<file path="config.mk">
export PLATFORM = sky130hd
export DESIGN_NAME = rsc_top
export DESIGN_NICKNAME = d
export VERILOG_FILES = /design/src/rsc_delay.v /design/src/rsc_top.v
export VERILOG_INCLUDE_DIRS = /design/src
export SDC_FILE = /design/constraint.sdc
export NUM_CORES = 1
export LEC_CHECK = 0
export BUFFER_PORTS_ARGS = -buffer_cell sky130_fd_sc_hd__buf_2
export CORE_MARGIN = 4
export CORE_UTILIZATION = 40
export DETAILED_ROUTE_END_ITERATION = 8
export HOLD_SLACK_MARGIN = 0.03
export PLACE_DENSITY = 0.68
export SLEW_MARGIN = 20
export SYNTH_ARGS = -nofsm -noshare
export SYNTH_HDL_FRONTEND = slang
export SYNTH_SLANG_ARGS = --single-unit
</file>
<file path="constraint.sdc">
create_clock -name i_clock -period 2.4 [get_ports i_clock]
set_input_delay 0.48 -clock i_clock [delete_from_list [all_inputs] [get_ports i_clock]]
set_output_delay 0.48 -clock i_clock [all_outputs]
set_load 0.02 [all_outputs]
</file>
<file path="src/rsc_map.vh">
// Address map, field positions and timing counts of the reset source combiner
`ifndef RSC_MAP_VH
`define RSC_MAP_VH

// ****************************************************************
// Register addresses (byte addresses on the APB side)
// ****************************************************************
`define RSC_ADDR_W 16
`define RSC_SVC_ADDR 16'h3FF0
`define RSC_CAUSE_ADDR 16'h3FF4

// ****************************************************************
// Field positions
// ****************************************************************
`define RSC_SVC_BIT 0
`define RSC_CAUSE_PIN 0
`define RSC_CAUSE_POR 1
`define RSC_CAUSE_WDOG 2
`define RSC_CAUSE_LOW 3
`define RSC_CAUSE_ILL 4
`define RSC_CAUSE_STOP 5
`define RSC_CAUSE_W 6

// ****************************************************************
// Reset values
// ****************************************************************
`define RSC_CAUSE_RST 6'h00
`define RSC_USER_VEC 8'h5A

// ****************************************************************
// Timing counts in bus clock cycles
// ****************************************************************
`define RSC_POR_W 12
`define RSC_POR_CYCLES 12'hFE0
`define RSC_PIN_W 3
`define RSC_PIN_CYCLES 3'h4
`define RSC_WDOG_W 18
`define RSC_WDOG_CYCLES 18'h20000

// ****************************************************************
// Fetch address windows that are not executable
// ****************************************************************
`define RSC_IO_HI 16'h003F
`define RSC_GAP1_LO 16'h01C0
`define RSC_GAP1_HI 16'h023F
`define RSC_GAP2_LO 16'h02C0
`define RSC_GAP2_HI 16'h17FF

`endif

</file>
<file path="src/rsc_delay.v">
// Retriggerable down counter that stays busy for N cycles after its last start
`timescale 1ns/1ns
`default_nettype none
`include "rsc_map.vh"

module rsc_delay #(
	parameter W = `RSC_POR_W,
	parameter [W-1:0] N = `RSC_POR_CYCLES
) (
	// Clock and reset
	input wire i_clock,
	input wire i_arst_n,
	// Control
	input wire i_start,
	// Status
	output reg o_busy
);

	localparam [W-1:0] ONE = {{(W-1){1'b0}}, 1'b1};

	reg [W-1:0] cnt_q;

	// Holding start reloads, so the count runs from the start's last cycle
	always @(posedge i_clock or negedge i_arst_n) begin
		if (!i_arst_n) begin
			cnt_q <= {W{1'b0}};
			o_busy <= 1'b0;
		end else if (i_start) begin
			cnt_q <= N;
			o_busy <= 1'b1;
		end else if (cnt_q > ONE) begin
			cnt_q <= cnt_q - ONE;
		end else begin
			cnt_q <= {W{1'b0}};
			o_busy <= 1'b0;
		end
	end

endmodule // rsc_delay

`default_nettype wire

</file>
<file path="src/rsc_top.v">
// Reset source combiner with watchdog, power-on and low-supply delays
`timescale 1ns/1ns
`default_nettype none
`include "rsc_map.vh"

module rsc_top #(
	parameter WDOG_EN = 1,
	parameter LOW_SUPPLY_EN = 1,
	parameter STOP_DIS = 1,
	parameter [`RSC_POR_W-1:0] POR_CYCLES = `RSC_POR_CYCLES,
	parameter [`RSC_WDOG_W-1:0] WDOG_CYCLES = `RSC_WDOG_CYCLES,
	parameter [7:0] USER_VEC = `RSC_USER_VEC // Arbitrary value
) (
	// Clock and reset
	input wire i_clock,
	input wire i_arst_n,
	// APB slave
	input wire i_psel,
	input wire i_penable,
	input wire i_pwrite,
	input wire [`RSC_ADDR_W-1:0] i_paddr,
	input wire [31:0] i_pwdata,
	output reg [31:0] o_prdata,
	output reg o_pready,
	output reg o_pslverr,
	// Reset pin, open drain
	input wire i_rst_pin_n,
	output reg o_rst_pin_out,
	output reg o_rst_pin_oe,
	// Reset sources
	input wire i_osc_active,
	input wire i_low_supply,
	input wire i_fetch,
	input wire [`RSC_ADDR_W-1:0] i_fetch_addr,
	input wire i_stop_exec,
	input wire i_wait_mode,
	input wire i_irq_wake,
	// Results
	output reg o_int_reset,
	output reg o_mode_load,
	output reg o_lp_exit,
	output reg o_osc_stop,
	output reg o_clk_run
);

	// ****************************************************************
	// APB decode
	// ****************************************************************
	wire apb_setup;
	wire apb_wr;
	wire hit_svc;
	wire hit_cause;
	wire svc_clear;
	wire [`RSC_CAUSE_W-1:0] cause_clr;

	assign apb_setup = i_psel & ~i_penable;
	assign apb_wr = i_psel & i_penable & o_pready & i_pwrite;
	assign hit_svc = (i_paddr == `RSC_SVC_ADDR);
	assign hit_cause = (i_paddr == `RSC_CAUSE_ADDR);
	// Only a zero in the service bit counts as a watchdog service
	assign svc_clear = apb_wr & hit_svc & ~i_pwdata[`RSC_SVC_BIT];
	assign cause_clr = (apb_wr & hit_cause) ? i_pwdata[`RSC_CAUSE_W-1:0]
		: {`RSC_CAUSE_W{1'b0}};

	// ****************************************************************
	// Reset pin synchroniser and external reset tracking
	// ****************************************************************
	reg pin_s1_q;
	reg pin_s2_q;
	reg oe_d1_q;
	reg oe_d2_q;
	reg ext_q;
	reg ext_prev_q;
	wire pin_mask;
	wire ext_start;

	// Two flops; the first one feeds nothing but the second
	always @(posedge i_clock or negedge i_arst_n) begin
		if (!i_arst_n) begin
			pin_s1_q <= 1'b1;
			pin_s2_q <= 1'b1;
		end else begin
			pin_s1_q <= i_rst_pin_n;
			pin_s2_q <= pin_s1_q;
		end
	end

	// Our own pulldown echoes back through the synchroniser, so hide it
	assign pin_mask = o_rst_pin_oe | oe_d1_q | oe_d2_q;

	always @(posedge i_clock or negedge i_arst_n) begin
		if (!i_arst_n) begin
			oe_d1_q <= 1'b0;
			oe_d2_q <= 1'b0;
			ext_q <= 1'b0;
			ext_prev_q <= 1'b0;
		end else begin
			oe_d1_q <= o_rst_pin_oe;
			oe_d2_q <= oe_d1_q;
			ext_prev_q <= ext_q;
			if (!pin_mask) begin
				ext_q <= ~pin_s2_q;
			end
		end
	end

	// A pin held low from outside starts one pulse, not a train
	assign ext_start = ext_q & ~ext_prev_q;

	// ****************************************************************
	// Power-on delay
	// ****************************************************************
	reg por_armed_q;
	wire por_start;
	wire por_busy;
	wire por_active;

	// Armed by power-up, fired by the first oscillator activity
	always @(posedge i_clock or negedge i_arst_n) begin
		if (!i_arst_n) begin
			por_armed_q <= 1'b1;
		end else if (i_osc_active) begin
			por_armed_q <= 1'b0;
		end
	end

	assign por_start = por_armed_q;
	assign por_active = por_armed_q | por_busy;

	rsc_delay #(
		.W(`RSC_POR_W),
		.N(POR_CYCLES)
	) u_por (
		.i_clock(i_clock),
		.i_arst_n(i_arst_n),
		.i_start(por_start),
		.o_busy(por_busy)
	);

	// ****************************************************************
	// Low-supply restart
	// ****************************************************************
	wire low_trip;
	wire low_busy;
	wire low_active;

	// Sensing is not gated by STOP or WAIT; absent when built out
	assign low_trip = (LOW_SUPPLY_EN != 0) & i_low_supply;
	assign low_active = low_trip | low_busy;

	// Held start keeps reloading until supply recovers
	rsc_delay #(
		.W(`RSC_POR_W),
		.N(POR_CYCLES)
	) u_low (
		.i_clock(i_clock),
		.i_arst_n(i_arst_n),
		.i_start(low_trip),
		.o_busy(low_busy)
	);

	// ****************************************************************
	// Event sources: illegal fetch, disabled STOP, watchdog expiry
	// ****************************************************************
	wire ill_evt;
	wire stopdis_evt;
	wire wd_evt;
	wire any_evt;

	assign ill_evt = i_fetch & ((i_fetch_addr <= `RSC_IO_HI)
		| ((i_fetch_addr >= `RSC_GAP1_LO) & (i_fetch_addr <= `RSC_GAP1_HI))
		| ((i_fetch_addr >= `RSC_GAP2_LO) & (i_fetch_addr <= `RSC_GAP2_HI)));
	assign stopdis_evt = i_stop_exec & (STOP_DIS != 0);
	assign any_evt = ill_evt | stopdis_evt | wd_evt;

	// ****************************************************************
	// Pin pulldown pulse and combined reset
	// ****************************************************************
	wire pin_busy;
	wire int_src;
	wire any_rst;

	// Events last one cycle; the pulse stretches them to four
	rsc_delay #(
		.W(`RSC_PIN_W),
		.N(`RSC_PIN_CYCLES)
	) u_pin (
		.i_clock(i_clock),
		.i_arst_n(i_arst_n),
		.i_start(ext_start | any_evt),
		.o_busy(pin_busy)
	);

	assign int_src = por_active | low_active;
	// Reset ends only when every source has gone
	assign any_rst = int_src | ext_q | pin_busy | any_evt;

	// Released on the clock; pulldown as long as an internal source lasts
	always @(posedge i_clock or negedge i_arst_n) begin
		if (!i_arst_n) begin
			o_int_reset <= 1'b1;
			o_rst_pin_oe <= 1'b1;
			o_rst_pin_out <= 1'b0;
		end else begin
			o_int_reset <= any_rst;
			o_rst_pin_oe <= pin_busy | int_src;
			o_rst_pin_out <= 1'b0;
		end
	end

	// ****************************************************************
	// Mode reload on the end of a pin or watchdog reset
	// ****************************************************************
	reg mode_src_q;

	// Other sources ending leave the mode selection alone
	always @(posedge i_clock or negedge i_arst_n) begin
		if (!i_arst_n) begin
			mode_src_q <= 1'b0;
			o_mode_load <= 1'b0;
		end else begin
			o_mode_load <= o_int_reset & ~any_rst & mode_src_q;
			if (ext_q | wd_evt) begin
				mode_src_q <= 1'b1;
			end else if (!any_rst) begin
				mode_src_q <= 1'b0;
			end
		end
	end

	// ****************************************************************
	// STOP mode and startup delay
	// ****************************************************************
	reg stop_q;
	reg exit_by_rst_q;
	wire stop_exit;
	wire startup_busy;

	assign stop_exit = stop_q & (any_rst | i_irq_wake);

	// A disabled STOP never enters; it resets instead
	always @(posedge i_clock or negedge i_arst_n) begin
		if (!i_arst_n) begin
			stop_q <= 1'b0;
			exit_by_rst_q <= 1'b0;
		end else if (stop_exit) begin
			stop_q <= 1'b0;
			exit_by_rst_q <= any_rst;
		end else if (i_stop_exec && (STOP_DIS == 0) && !any_rst) begin
			stop_q <= 1'b1;
		end
	end

	rsc_delay #(
		.W(`RSC_POR_W),
		.N(POR_CYCLES)
	) u_startup (
		.i_clock(i_clock),
		.i_arst_n(i_arst_n),
		.i_start(stop_exit),
		.o_busy(startup_busy)
	);

	// Low-power exit notice and clock run/stop for the rest of the chip
	always @(posedge i_clock or negedge i_arst_n) begin
		if (!i_arst_n) begin
			o_lp_exit <= 1'b0;
			o_osc_stop <= 1'b0;
			o_clk_run <= 1'b0;
		end else begin
			o_lp_exit <= any_rst & (stop_q | i_wait_mode);
			o_osc_stop <= stop_q & ~stop_exit;
			o_clk_run <= ~stop_q & ~startup_busy;
		end
	end

	// ****************************************************************
	// Watchdog counter
	// ****************************************************************
	localparam [`RSC_WDOG_W-1:0] WD_ONE = {{(`RSC_WDOG_W-1){1'b0}}, 1'b1};
	localparam [`RSC_WDOG_W-1:0] WD_LAST = WDOG_CYCLES - WD_ONE;

	reg [`RSC_WDOG_W-1:0] wd_cnt_q;
	wire wd_hold;
	wire wd_clear;

	// Reset exit keeps the counter cleared through the whole startup
	assign wd_hold = startup_busy & exit_by_rst_q;
	assign wd_clear = (WDOG_EN == 0) | o_int_reset | svc_clear | wd_hold
		| (i_stop_exec & ~stop_q & (STOP_DIS == 0));
	assign wd_evt = (WDOG_EN != 0) & ~wd_clear & ~stop_q
		& (wd_cnt_q == WD_LAST);

	// WAIT does not gate the count; an interrupt startup counts too
	always @(posedge i_clock or negedge i_arst_n) begin
		if (!i_arst_n) begin
			wd_cnt_q <= {`RSC_WDOG_W{1'b0}};
		end else if (wd_clear || wd_evt) begin
			wd_cnt_q <= {`RSC_WDOG_W{1'b0}};
		end else if (!stop_q) begin
			wd_cnt_q <= wd_cnt_q + WD_ONE;
		end
	end

	// ****************************************************************
	// Reset cause record, write one to clear
	// ****************************************************************
	reg [`RSC_CAUSE_W-1:0] cause_q;
	wire [`RSC_CAUSE_W-1:0] cause_set;

	assign cause_set = {stopdis_evt, ill_evt, low_trip, wd_evt, por_start, ext_start};

	// A cause arriving with its clear still lands
	always @(posedge i_clock or negedge i_arst_n) begin
		if (!i_arst_n) begin
			cause_q <= `RSC_CAUSE_RST;
		end else begin
			cause_q <= (cause_q & ~cause_clr) | cause_set;
		end
	end

	// ****************************************************************
	// APB answer, zero wait states
	// ****************************************************************
	// Answer is prepared in setup so every output stays a flop
	always @(posedge i_clock or negedge i_arst_n) begin
		if (!i_arst_n) begin
			o_pready <= 1'b0;
			o_pslverr <= 1'b0;
			o_prdata <= 32'h00000000;
		end else begin
			o_pready <= apb_setup;
			o_pslverr <= apb_setup & ~hit_svc & ~hit_cause;
			if (apb_setup && !i_pwrite && hit_svc) begin
				o_prdata <= {24'h000000, USER_VEC};
			end else if (apb_setup && !i_pwrite && hit_cause) begin
				o_prdata <= {{(32-`RSC_CAUSE_W){1'b0}}, cause_q};
			end else if (apb_setup) begin
				o_prdata <= 32'h00000000;
			end
		end
	end

endmodule // rsc_top

`default_nettype wire

</file>
# Word level (Yosys, flattened, before mapping)
# Cells that the tools add are included.
[op_classes] addsub=5 magnitude_cmp=9 n_eq_ne=7 mux=21 bitwise=45 reduce_logical=6
[ops] op="32-bit 2-to-1 mux" count=3
[ops] op="12-bit 2-to-1 mux" count=5
[ops] op="12-bit by 1-bit greater-than comparator with 1-bit output, second input constant" count=3
[ops] op="12-bit by 1-bit subtractor with 12-bit output, second input constant" count=3
[ops] op="16-bit by 14-bit equality test with 1-bit output, second input constant" count=2
[ops] op="18-bit by 1-bit adder with 18-bit output, second input constant" count=1
[ops] op="18-bit by 17-bit equality test with 1-bit output, second input constant" count=1
[ops] op="18-bit 2-to-1 mux" count=1
[ops] op="1-bit bitwise AND" count=17
[ops] op="16-bit by 10-bit greater-or-equal comparator with 1-bit output, second input constant" count=1
[ops] op="16-bit by 9-bit greater-or-equal comparator with 1-bit output, second input constant" count=1
[ops] op="16-bit by 10-bit <= comparator with 1-bit output, second input constant" count=1
[ops] op="16-bit by 13-bit <= comparator with 1-bit output, second input constant" count=1
[ops] op="16-bit by 6-bit <= comparator with 1-bit output, second input constant" count=1
[ops] op="1-bit bitwise OR" count=16
[ops] op="1-bit 2-to-1 mux" count=9
[ops] op="1-bit NOT" count=9
[ops] op="6-bit bitwise AND" count=1
[ops] op="3-bit 2-to-1 mux" count=2
[ops] op="6-bit 2-to-1 mux" count=1
[ops] op="6-bit NOT" count=1
[ops] op="6-bit bitwise OR" count=1
[ops] op="2-bit by 1-bit != test with 1-bit output, second input constant" count=2
[ops] op="2-bit != test, second input constant" count=2
[ops] op="6 further kinds" count=8
[word_totals] regBits=114 input_bits=76 elab_cells=119

# Longest topological paths before layout
# Gate-level depths: netlist of the first run.
[depth] word_depth=13 ltp_mapped=8 depth_no_buf=7

# By module
# From an unflattened synthesis of the first run, not the netlist that was laid out.
[unflattened] cells_unflattened=409 hier_area_um2=4448.0
[by_module_without_submodules] module="rsc_top" n_inst=1 cells_each=210 area_each_um2=2258.4 seq_area_each_um2=1157.4
[by_module_without_submodules] module="rsc_delay (u_low ...)" n_inst=3 cells_each=60 area_each_um2=660.6 seq_area_each_um2=325.3
[by_module_without_submodules] module="rsc_delay (u_pin)" n_inst=1 cells_each=19 area_each_um2=207.7 seq_area_each_um2=100.1

# Least setup slack after synthesis of the first run
# No wires, ideal clock.
[synth_path] path_kind="flip-flop to flip-flop" startpoint="register u_por.cnt_q[6]" endpoint="register u_por.cnt_q[11]" setup_time_ps=124 arrival_time_ps=2102 required_time_ps=2276 path_slack_ps=174 stages_incl_launch_ff=6 period_less_slack_ps=2226 path_cell_list="dfrtp_1 > or3_1 > or4_1 > or4_4 > o31a_1 > a211o_1"
[synth_via] elab_chain_cells=3
[synth_rtl] item="start, declared" line="rsc_delay.v:21" source="reg [W-1:0] cnt_q;"
[synth_rtl] item="start signal, assigned" line="rsc_delay.v:26" source="cnt_q <= {W{1'b0}};"
[synth_rtl] item="start signal, assigned" line="rsc_delay.v:32" source="cnt_q <= cnt_q - ONE;"
[synth_rtl] item="start signal, assigned" line="rsc_delay.v:34" source="cnt_q <= {W{1'b0}};"
[synth_rtl] item="12-bit by 1-bit subtractor with 12-bit output or 12-bit by 1-bit greater-than comparator with 1-bit output (tied branches)" line="rsc_delay.v:32, rsc_delay.v:31"
[synth_rtl] item="12-bit 2-to-1 mux *" line="rsc_delay.v:31" source="end else if (cnt_q > ONE) begin"
[synth_rtl] item="12-bit 2-to-1 mux *" line="rsc_delay.v:28" source="end else if (i_start) begin"
# Mark *: on every way between the ends. The rest lies on a longest branch, timed or not.
# A chain may end at the register's enable or synchronous reset.

# Worst setup path in the final report of the first run
# Ends and elaborated chain as after synthesis.

==> results of run 1 <==
kinds of logic (layout without fill, tap and decap cells):
logic type	after synthesis	after routing	synth area share [%]
adders and majority gates	6	6	2.06
AOI/OAI and AO/OA	45	45	8.83
and+or+nand+nor	153	153	21.5
xor gates and xnor gates	30	30	7.21
buffers and inverters	45	93	7.56
DFF	76	76	52.4
muxes	1	1	0.275
other	2	28	0.206
cell usage after synthesis (all sizes together):
cell and n:
dfrtp 71, nor2 41, nand2 33, buf 29
nor3 21, xnor2 16, xor2 14, o21bai 13
inv 12, nand3 11, o31ai 8, or4 8
nor4 7, a21o 6, ha 6, o21ai 6
dfstp 5, nand4 5, nor2b 5, and3 4
clkbuf 4, nand2b 4, a21oi 3, or2 3
a211oi 2, and4 2, conb 2, nand3b 2
nor3b 2, or3 2, or4b 2, a211o 1
a21boi 1, a221oi 1, a311oi 1, a31o 1
mux2i 1, nand4b 1, o211ai 1, o31a 1
per-layer routing:
layer	up-vias	GRT usage, %	share of wire (%)
met3	10	2.82	4.5
met2	57	23.8	49
li1	1314	-	-
met4	0	5.58	1.5
met1	1291	19.5	45
met5	-	0	0
stage by stage:
stage | setup slack, ns | hold slack [ns]
after floorplan | 0.174 | 0.184
after global placement | 0.112 | 0.347
after detailed placement | 0.0733 | 0.351
after CTS | 0.0593 | 0.0910
after global routing | 0.0173 | 0.106
final | 0.0703 | 0.0786
repair_timing:
item | 4_1_cts | 5_1_grt
setup endpoints to repair | 0 | 3
buffers inserted | 0 | 0
resized for setup | 0 | 1
report_power, final:
| group | total, mW | switching, mW | internal [mW] |
|---|---|---|---|
| clock network | 1.08 | 0.491 | 0.590 |
| logic | 0.237 | 0.149 | 0.0883 |
| registers | 1.35 | 0.0318 | 1.32 |
| total | 2.67 | 0.672 | 2.00 |
worst max-delay path, stage by stage, from the launching register on:
cell	delay, ns
dfrtp_1	0.41
or3_4	0.40
or4_1	0.42
or4_4	0.45
o31a_1	0.25
a211o_1	0.28
path summary, 6_finish.rpt:
| path | from | to | cells after the start |
|---|---|---|---|
| max | u_por.cnt_q[6] | u_por.cnt_q[11] | 5 |
| min | i_arst_n | o_pready | 1 |
| max reg2reg | u_por.cnt_q[6] | u_por.cnt_q[11] | 5 |
| min reg2reg | pin_s1_q | pin_s2_q | 0 |
| max in group asynchronous | i_arst_n | pin_s1_q | 2 |
| min in group i_clock | i_rst_pin_n | pin_s1_q | 1 |
sequential cells by signal, summed over array words and instances, names as in the netlist, 3 cells and up:
register     flops
u_low.cnt_q     12
wd_cnt_q        18
u_pin.cnt_q      3
u_por.cnt_q     12
o_prdata         7
cause_q          6
area by class of cell:
| class | count | area, um^2 |
|---|---|---|
| inverters | 12 | 45.0 |
| repair buffers | 65 | 363 |
| well taps | 108 | 135 |
| fillers | 851 | 4570 |
| clock buffers | 9 | 124 |
| multi-input cells | 263 | 1560 |
| flip-flops and latches | 76 | 1910 |
| clock inverters | 7 | 100 |
cell usage in the layout (no fill, tap or decap), drive strengths merged, types with 4 or more instances in the layout:
cell | Yosys | layout
a21o | 6 | 6
and3 | 4 | 4
buf | 29 | 65
clkbuf | 4 | 9
conb | 2 | 28
dfrtp | 71 | 71
dfstp | 5 | 5
ha | 6 | 6
inv | 12 | 13
nand2 | 33 | 33
nand2b | 4 | 4
nand3 | 11 | 11
nand4 | 5 | 5
nor2 | 41 | 41
nor2b | 5 | 5
nor3 | 21 | 21
nor4 | 7 | 7
o21ai | 6 | 6
o21bai | 13 | 13
o31ai | 8 | 8
or4 | 8 | 8
xnor2 | 16 | 16
xor2 | 14 | 14
==> impl_metrics.yaml, run 1 <==
cts:
  clk_pin_slew_ns: 0.08
  cts_htree_levels: 3
  cts_root_buffer: "clkbuf_8"
  cts_tree: "done"
  clock_latency_ns: 0.34
  hold_buffers: 0
  tritoncts.num_buffers: 9
  clock-sinks: 76
  clockBufferDepth: 2
yosys:
  yosysSeqAreaShare_pct: 52.4
  synth_area_um2: 3640
  synth_area_leaders: "dfrtp_1 (49%), buf_4 (5.8%), nor2_1 (4.2%)"
  synth.ff_latch_count: 76
  synth_top_area_share_pct: 48.8
  ys_types: 45
  postSynthAreaPerCell_um2: 10.2
  yosysWarnings: 0
  syn_inst: 358
  synth_top_cell_by_area: "dfrtp_1"
floorplanning:
  start_util_pct: 41.4
  die_x_um: 103
  die_area_um2: 10700
  std_cell_rows: 34
  num_io_pins: 117
  fp.dieH_um: 103
  core_um2: 8810
placement:
  placed_area_um2: 4010
  placed_cells: 524
  gp_congestion: 0.860
  numPortBuffers: 56
  dp_hpwl_um: 5500
timing:
  setup_viol: 0
  period_needed_ns: 2.33
  finClkSkew_ns: 0.00690
  worst_slew_pin_slew_ns: 0.597
  hold_viol_final: 0
  tns_ns: 0
  fmax_ghz: 0.429
  max_slew_margin_pct: 59.8
  slew_violations: 0
  rsz0062_at_grt: "no"
  finalCritPeriodShare_pct: 97.1
worst_setup_path:
  required_ns: 2.62
  crit_fanout: 3
  endpoint_kind: "register"
  critical_path_class: "reg2reg"
  worstPathArrival_ns: 2.55
  r2r_setup_slack_ns: 0.07
  critPathLaunchType: "register"
status:
  status: "finished, final reports clean"
global_routing:
  antenna_found_initial: 0
  gr-total-overflow: 0
  track_usage_pct: 14.7
  grt_max_degree: 44
  grt_first_pass_wirelength_um: 12300
  grt_pass1_vias: 2703
pwr:
  p_leak_nw: 1.97
  vdd_drop_max_mv: 0.256
  powerDensity_nw_per_um2: 631
  total_power_mw: 2.67
drt:
  drtIter0Drc: 75
  wl_per_cell_um: 13.5
  dr_total_vias: 2672
  dr.pass1.iters: 4
  drc: 0
  totalWireLength_um: 7280
  routed_via_density: 4.95
  antenna_left: 0
layout:
  utilization_pct: 48.1
  area_delta_synth_final_pct: 16.3
  final_area_um2: 4240
  layout.cells.non_filler: 540
  antenna_cells: 0
  nNetsFinal: 509
  drive_above_1_share_pct: 21.3
hold_path:
  min_path_type: "in2async"
run:
  drv_cap: 0
Note: power is estimated with default switching activity, not from simulation.
==> inputs of run 2 (changes only) <==
--- a/config.mk
+++ b/config.mk
@@ -7,11 +7,13 @@
 export NUM_CORES = 1
 export LEC_CHECK = 0
 export BUFFER_PORTS_ARGS = -buffer_cell sky130_fd_sc_hd__buf_2
+export CELL_PAD_IN_SITES_DETAIL_PLACEMENT = 0
+export CELL_PAD_IN_SITES_GLOBAL_PLACEMENT = 1
 export CORE_MARGIN = 4
-export CORE_UTILIZATION = 40
+export CORE_UTILIZATION = 38
 export DETAILED_ROUTE_END_ITERATION = 8
 export HOLD_SLACK_MARGIN = 0.03
-export PLACE_DENSITY = 0.68
+export PLACE_DENSITY = 0.82
 export SLEW_MARGIN = 20
 export SYNTH_ARGS = -nofsm -noshare
 export SYNTH_HDL_FRONTEND = slang
==> run 2 against run 1 <==
Sequential share of layout area shrank 0.17 points; register-to-register slack better by 0.02 ns; combinational power hardly changed; global-route usage decreased by 0.75 points; final area grew 0.38%; largest cell class unchanged; largest power group unchanged.
==> impl_metrics.yaml, run 2 (same netlist as run 1, synthesis figures left out) <==
status:
  status: "finished, final reports clean"
worst_setup_path:
  critical_path_class: "reg2reg"
  required_ns: 2.64
  critPathLaunchType: "register"
  worst-path-buf-inv: 0
  max_stage_delay_ns: 0.45
  endpoint_kind: "register"
  crit_fanout: 3
  path_cells: "or3_1 -> or4_1 -> or4_4 -> o31a_1 -> a211o_1"
  slowest_stage: "or4_4"
  worstPathArrival_ns: 2.55
  crit_family: "simple AND/OR/NAND/NOR gates"
layout:
  top_regs: "wd_cnt_q x18, u_low.cnt_q x12, u_por.cnt_q x12"
  largest_reg_flops: 18
  final_cell_mix: "dfrtp_1 (71), buf_2 (55), nor2_1 (41), nand2_1 (33), conb_1 (28)"
  utilization_pct: 45.8
  final_common_cell: "dfrtp_1"
  nNetsFinal: 513
  top_register: "wd_cnt_q"
  antenna_cells: 0
  layout.cells.non_filler: 565
  final_area_um2: 4250
  nFillCells: 916
  area_delta_synth_final_pct: 16.8
  drive_above_1_share_pct: 21.8
floorplanning:
  num_io_pins: 117
  std_cell_rows: 35
  fp.dieH_um: 106
  core_um2: 9280
  start_util_pct: 39.2
  die_area_um2: 11200
  die_x_um: 106
placement:
  placed_cells: 549
  placed_area_um2: 4060
  gp_congestion: 0.763
  numPortBuffers: 56
  dp_hpwl_um: 5520
timing:
  setup_viol: 0
  tns_ns: 0
  period_needed_ns: 2.30
  fmax_ghz: 0.434
  finClkSkew_ns: 0.0113
  hold_viol_final: 0
  rsz0062_at_grt: "no"
  slew_violations: 0
  finalCritPeriodShare_pct: 96.0
  worst_slew_pin_slew_ns: 0.541
  hold_slack_ns: 0.0800
  max_slew_margin_pct: 63.6
pwr:
  vdd_drop_max_mv: 0.319
  p_leak_nw: 1.98
  powerDensity_nw_per_um2: 596
drt:
  dr_total_vias: 2638
  totalWireLength_um: 7270
  routed_via_density: 4.67
  antenna_left: 0
  drc: 0
  drtIter0Drc: 115
  wl_per_cell_um: 12.9
  dr.pass1.iters: 6
global_routing:
  grt_max_degree: 38
  gr-total-overflow: 0
  antenna_found_initial: 0
  grt_first_pass_wirelength_um: 12500
  track_usage_pct: 13.9
  grt_pass1_vias: 2668
hold_path:
  min_path_type: "in2async"
run:
  drv_cap: 0
cts:
  clk_pin_slew_ns: 0.09
  hold_buffers: 0
  clock_latency_ns: 0.35
  clockBufferDepth: 2
  cts_tree: "done"
  clock-sinks: 76
  cts_resized: 0
  tritoncts.num_buffers: 9
  cts_htree_levels: 3
  postCtsSetupBuffers: 0
  cts_root_buffer: "clkbuf_8"
-- run 2: metrics by stage --
stage	setup WS, ns	total power [mW]
CTS	0.0892	2.57
detailed placement	0.00144	1.62
floorplan	0.174	1.55
global route	0.00286	2.67
finish	0.0951	2.53
global placement	0.114	1.61
-- run 2: final timing paths --
| check | startpoint | end | slack (ns) | depth (start not counted) |
|---|---|---|---|---|
| setup / recovery | u_por.cnt_q[6] | u_por.cnt_q[11] | 0.1 | 5 |
| hold / removal | i_arst_n | u_low.cnt_q[2] | 0.08 | 1 |
| setup reg to reg | u_por.cnt_q[6] | u_por.cnt_q[11] | 0.1 | 5 |
| hold reg to reg | pin_s1_q | pin_s2_q | 0.36 | 0 |
| max in group asynchronous | i_arst_n | pin_s1_q | 1.70 | 2 |
| min in group i_clock | i_rst_pin_n | pin_s1_q | 0.21 | 1 |
-- run 2: worst register-to-register path: stages (launching register included) --
cell and delay [ns]:
dfrtp_1 0.41, or3_1 0.41, or4_1 0.43, or4_4 0.45, o31a_1 0.25, a211o_1 0.26
-- run 2: per-layer routing --
layer	global-route usage, %	share of wire, %	up-vias
li1	-	-	1327
met1	18.4	47	1248
met4	4.44	1.1	0
met5	0	0	-
met2	21.7	48	54
met3	4.49	4.7	9
-- run 2: layout make-up --
class | count | area (um^2) | area share (%)
Sequential cell | 76 | 1910 | 44.9
Multi-Input combinational cell | 263 | 1560 | 36.6
Timing Repair Buffer | 69 | 393 | 9.24
Tap cell | 129 | 161 | 3.80
Clock buffer | 9 | 124 | 2.91
Clock inverter | 7 | 65.1 | 1.53
Inverter | 12 | 45.0 | 1.06
-- run 2: where the power goes --
part	leakage [nW]	internal (mW)	switching, mW
sequential	0.947	1.32	0.0320
combinational	0.939	0.0897	0.151
clock	0.0943	0.401	0.538
total	1.98	1.81	0.720
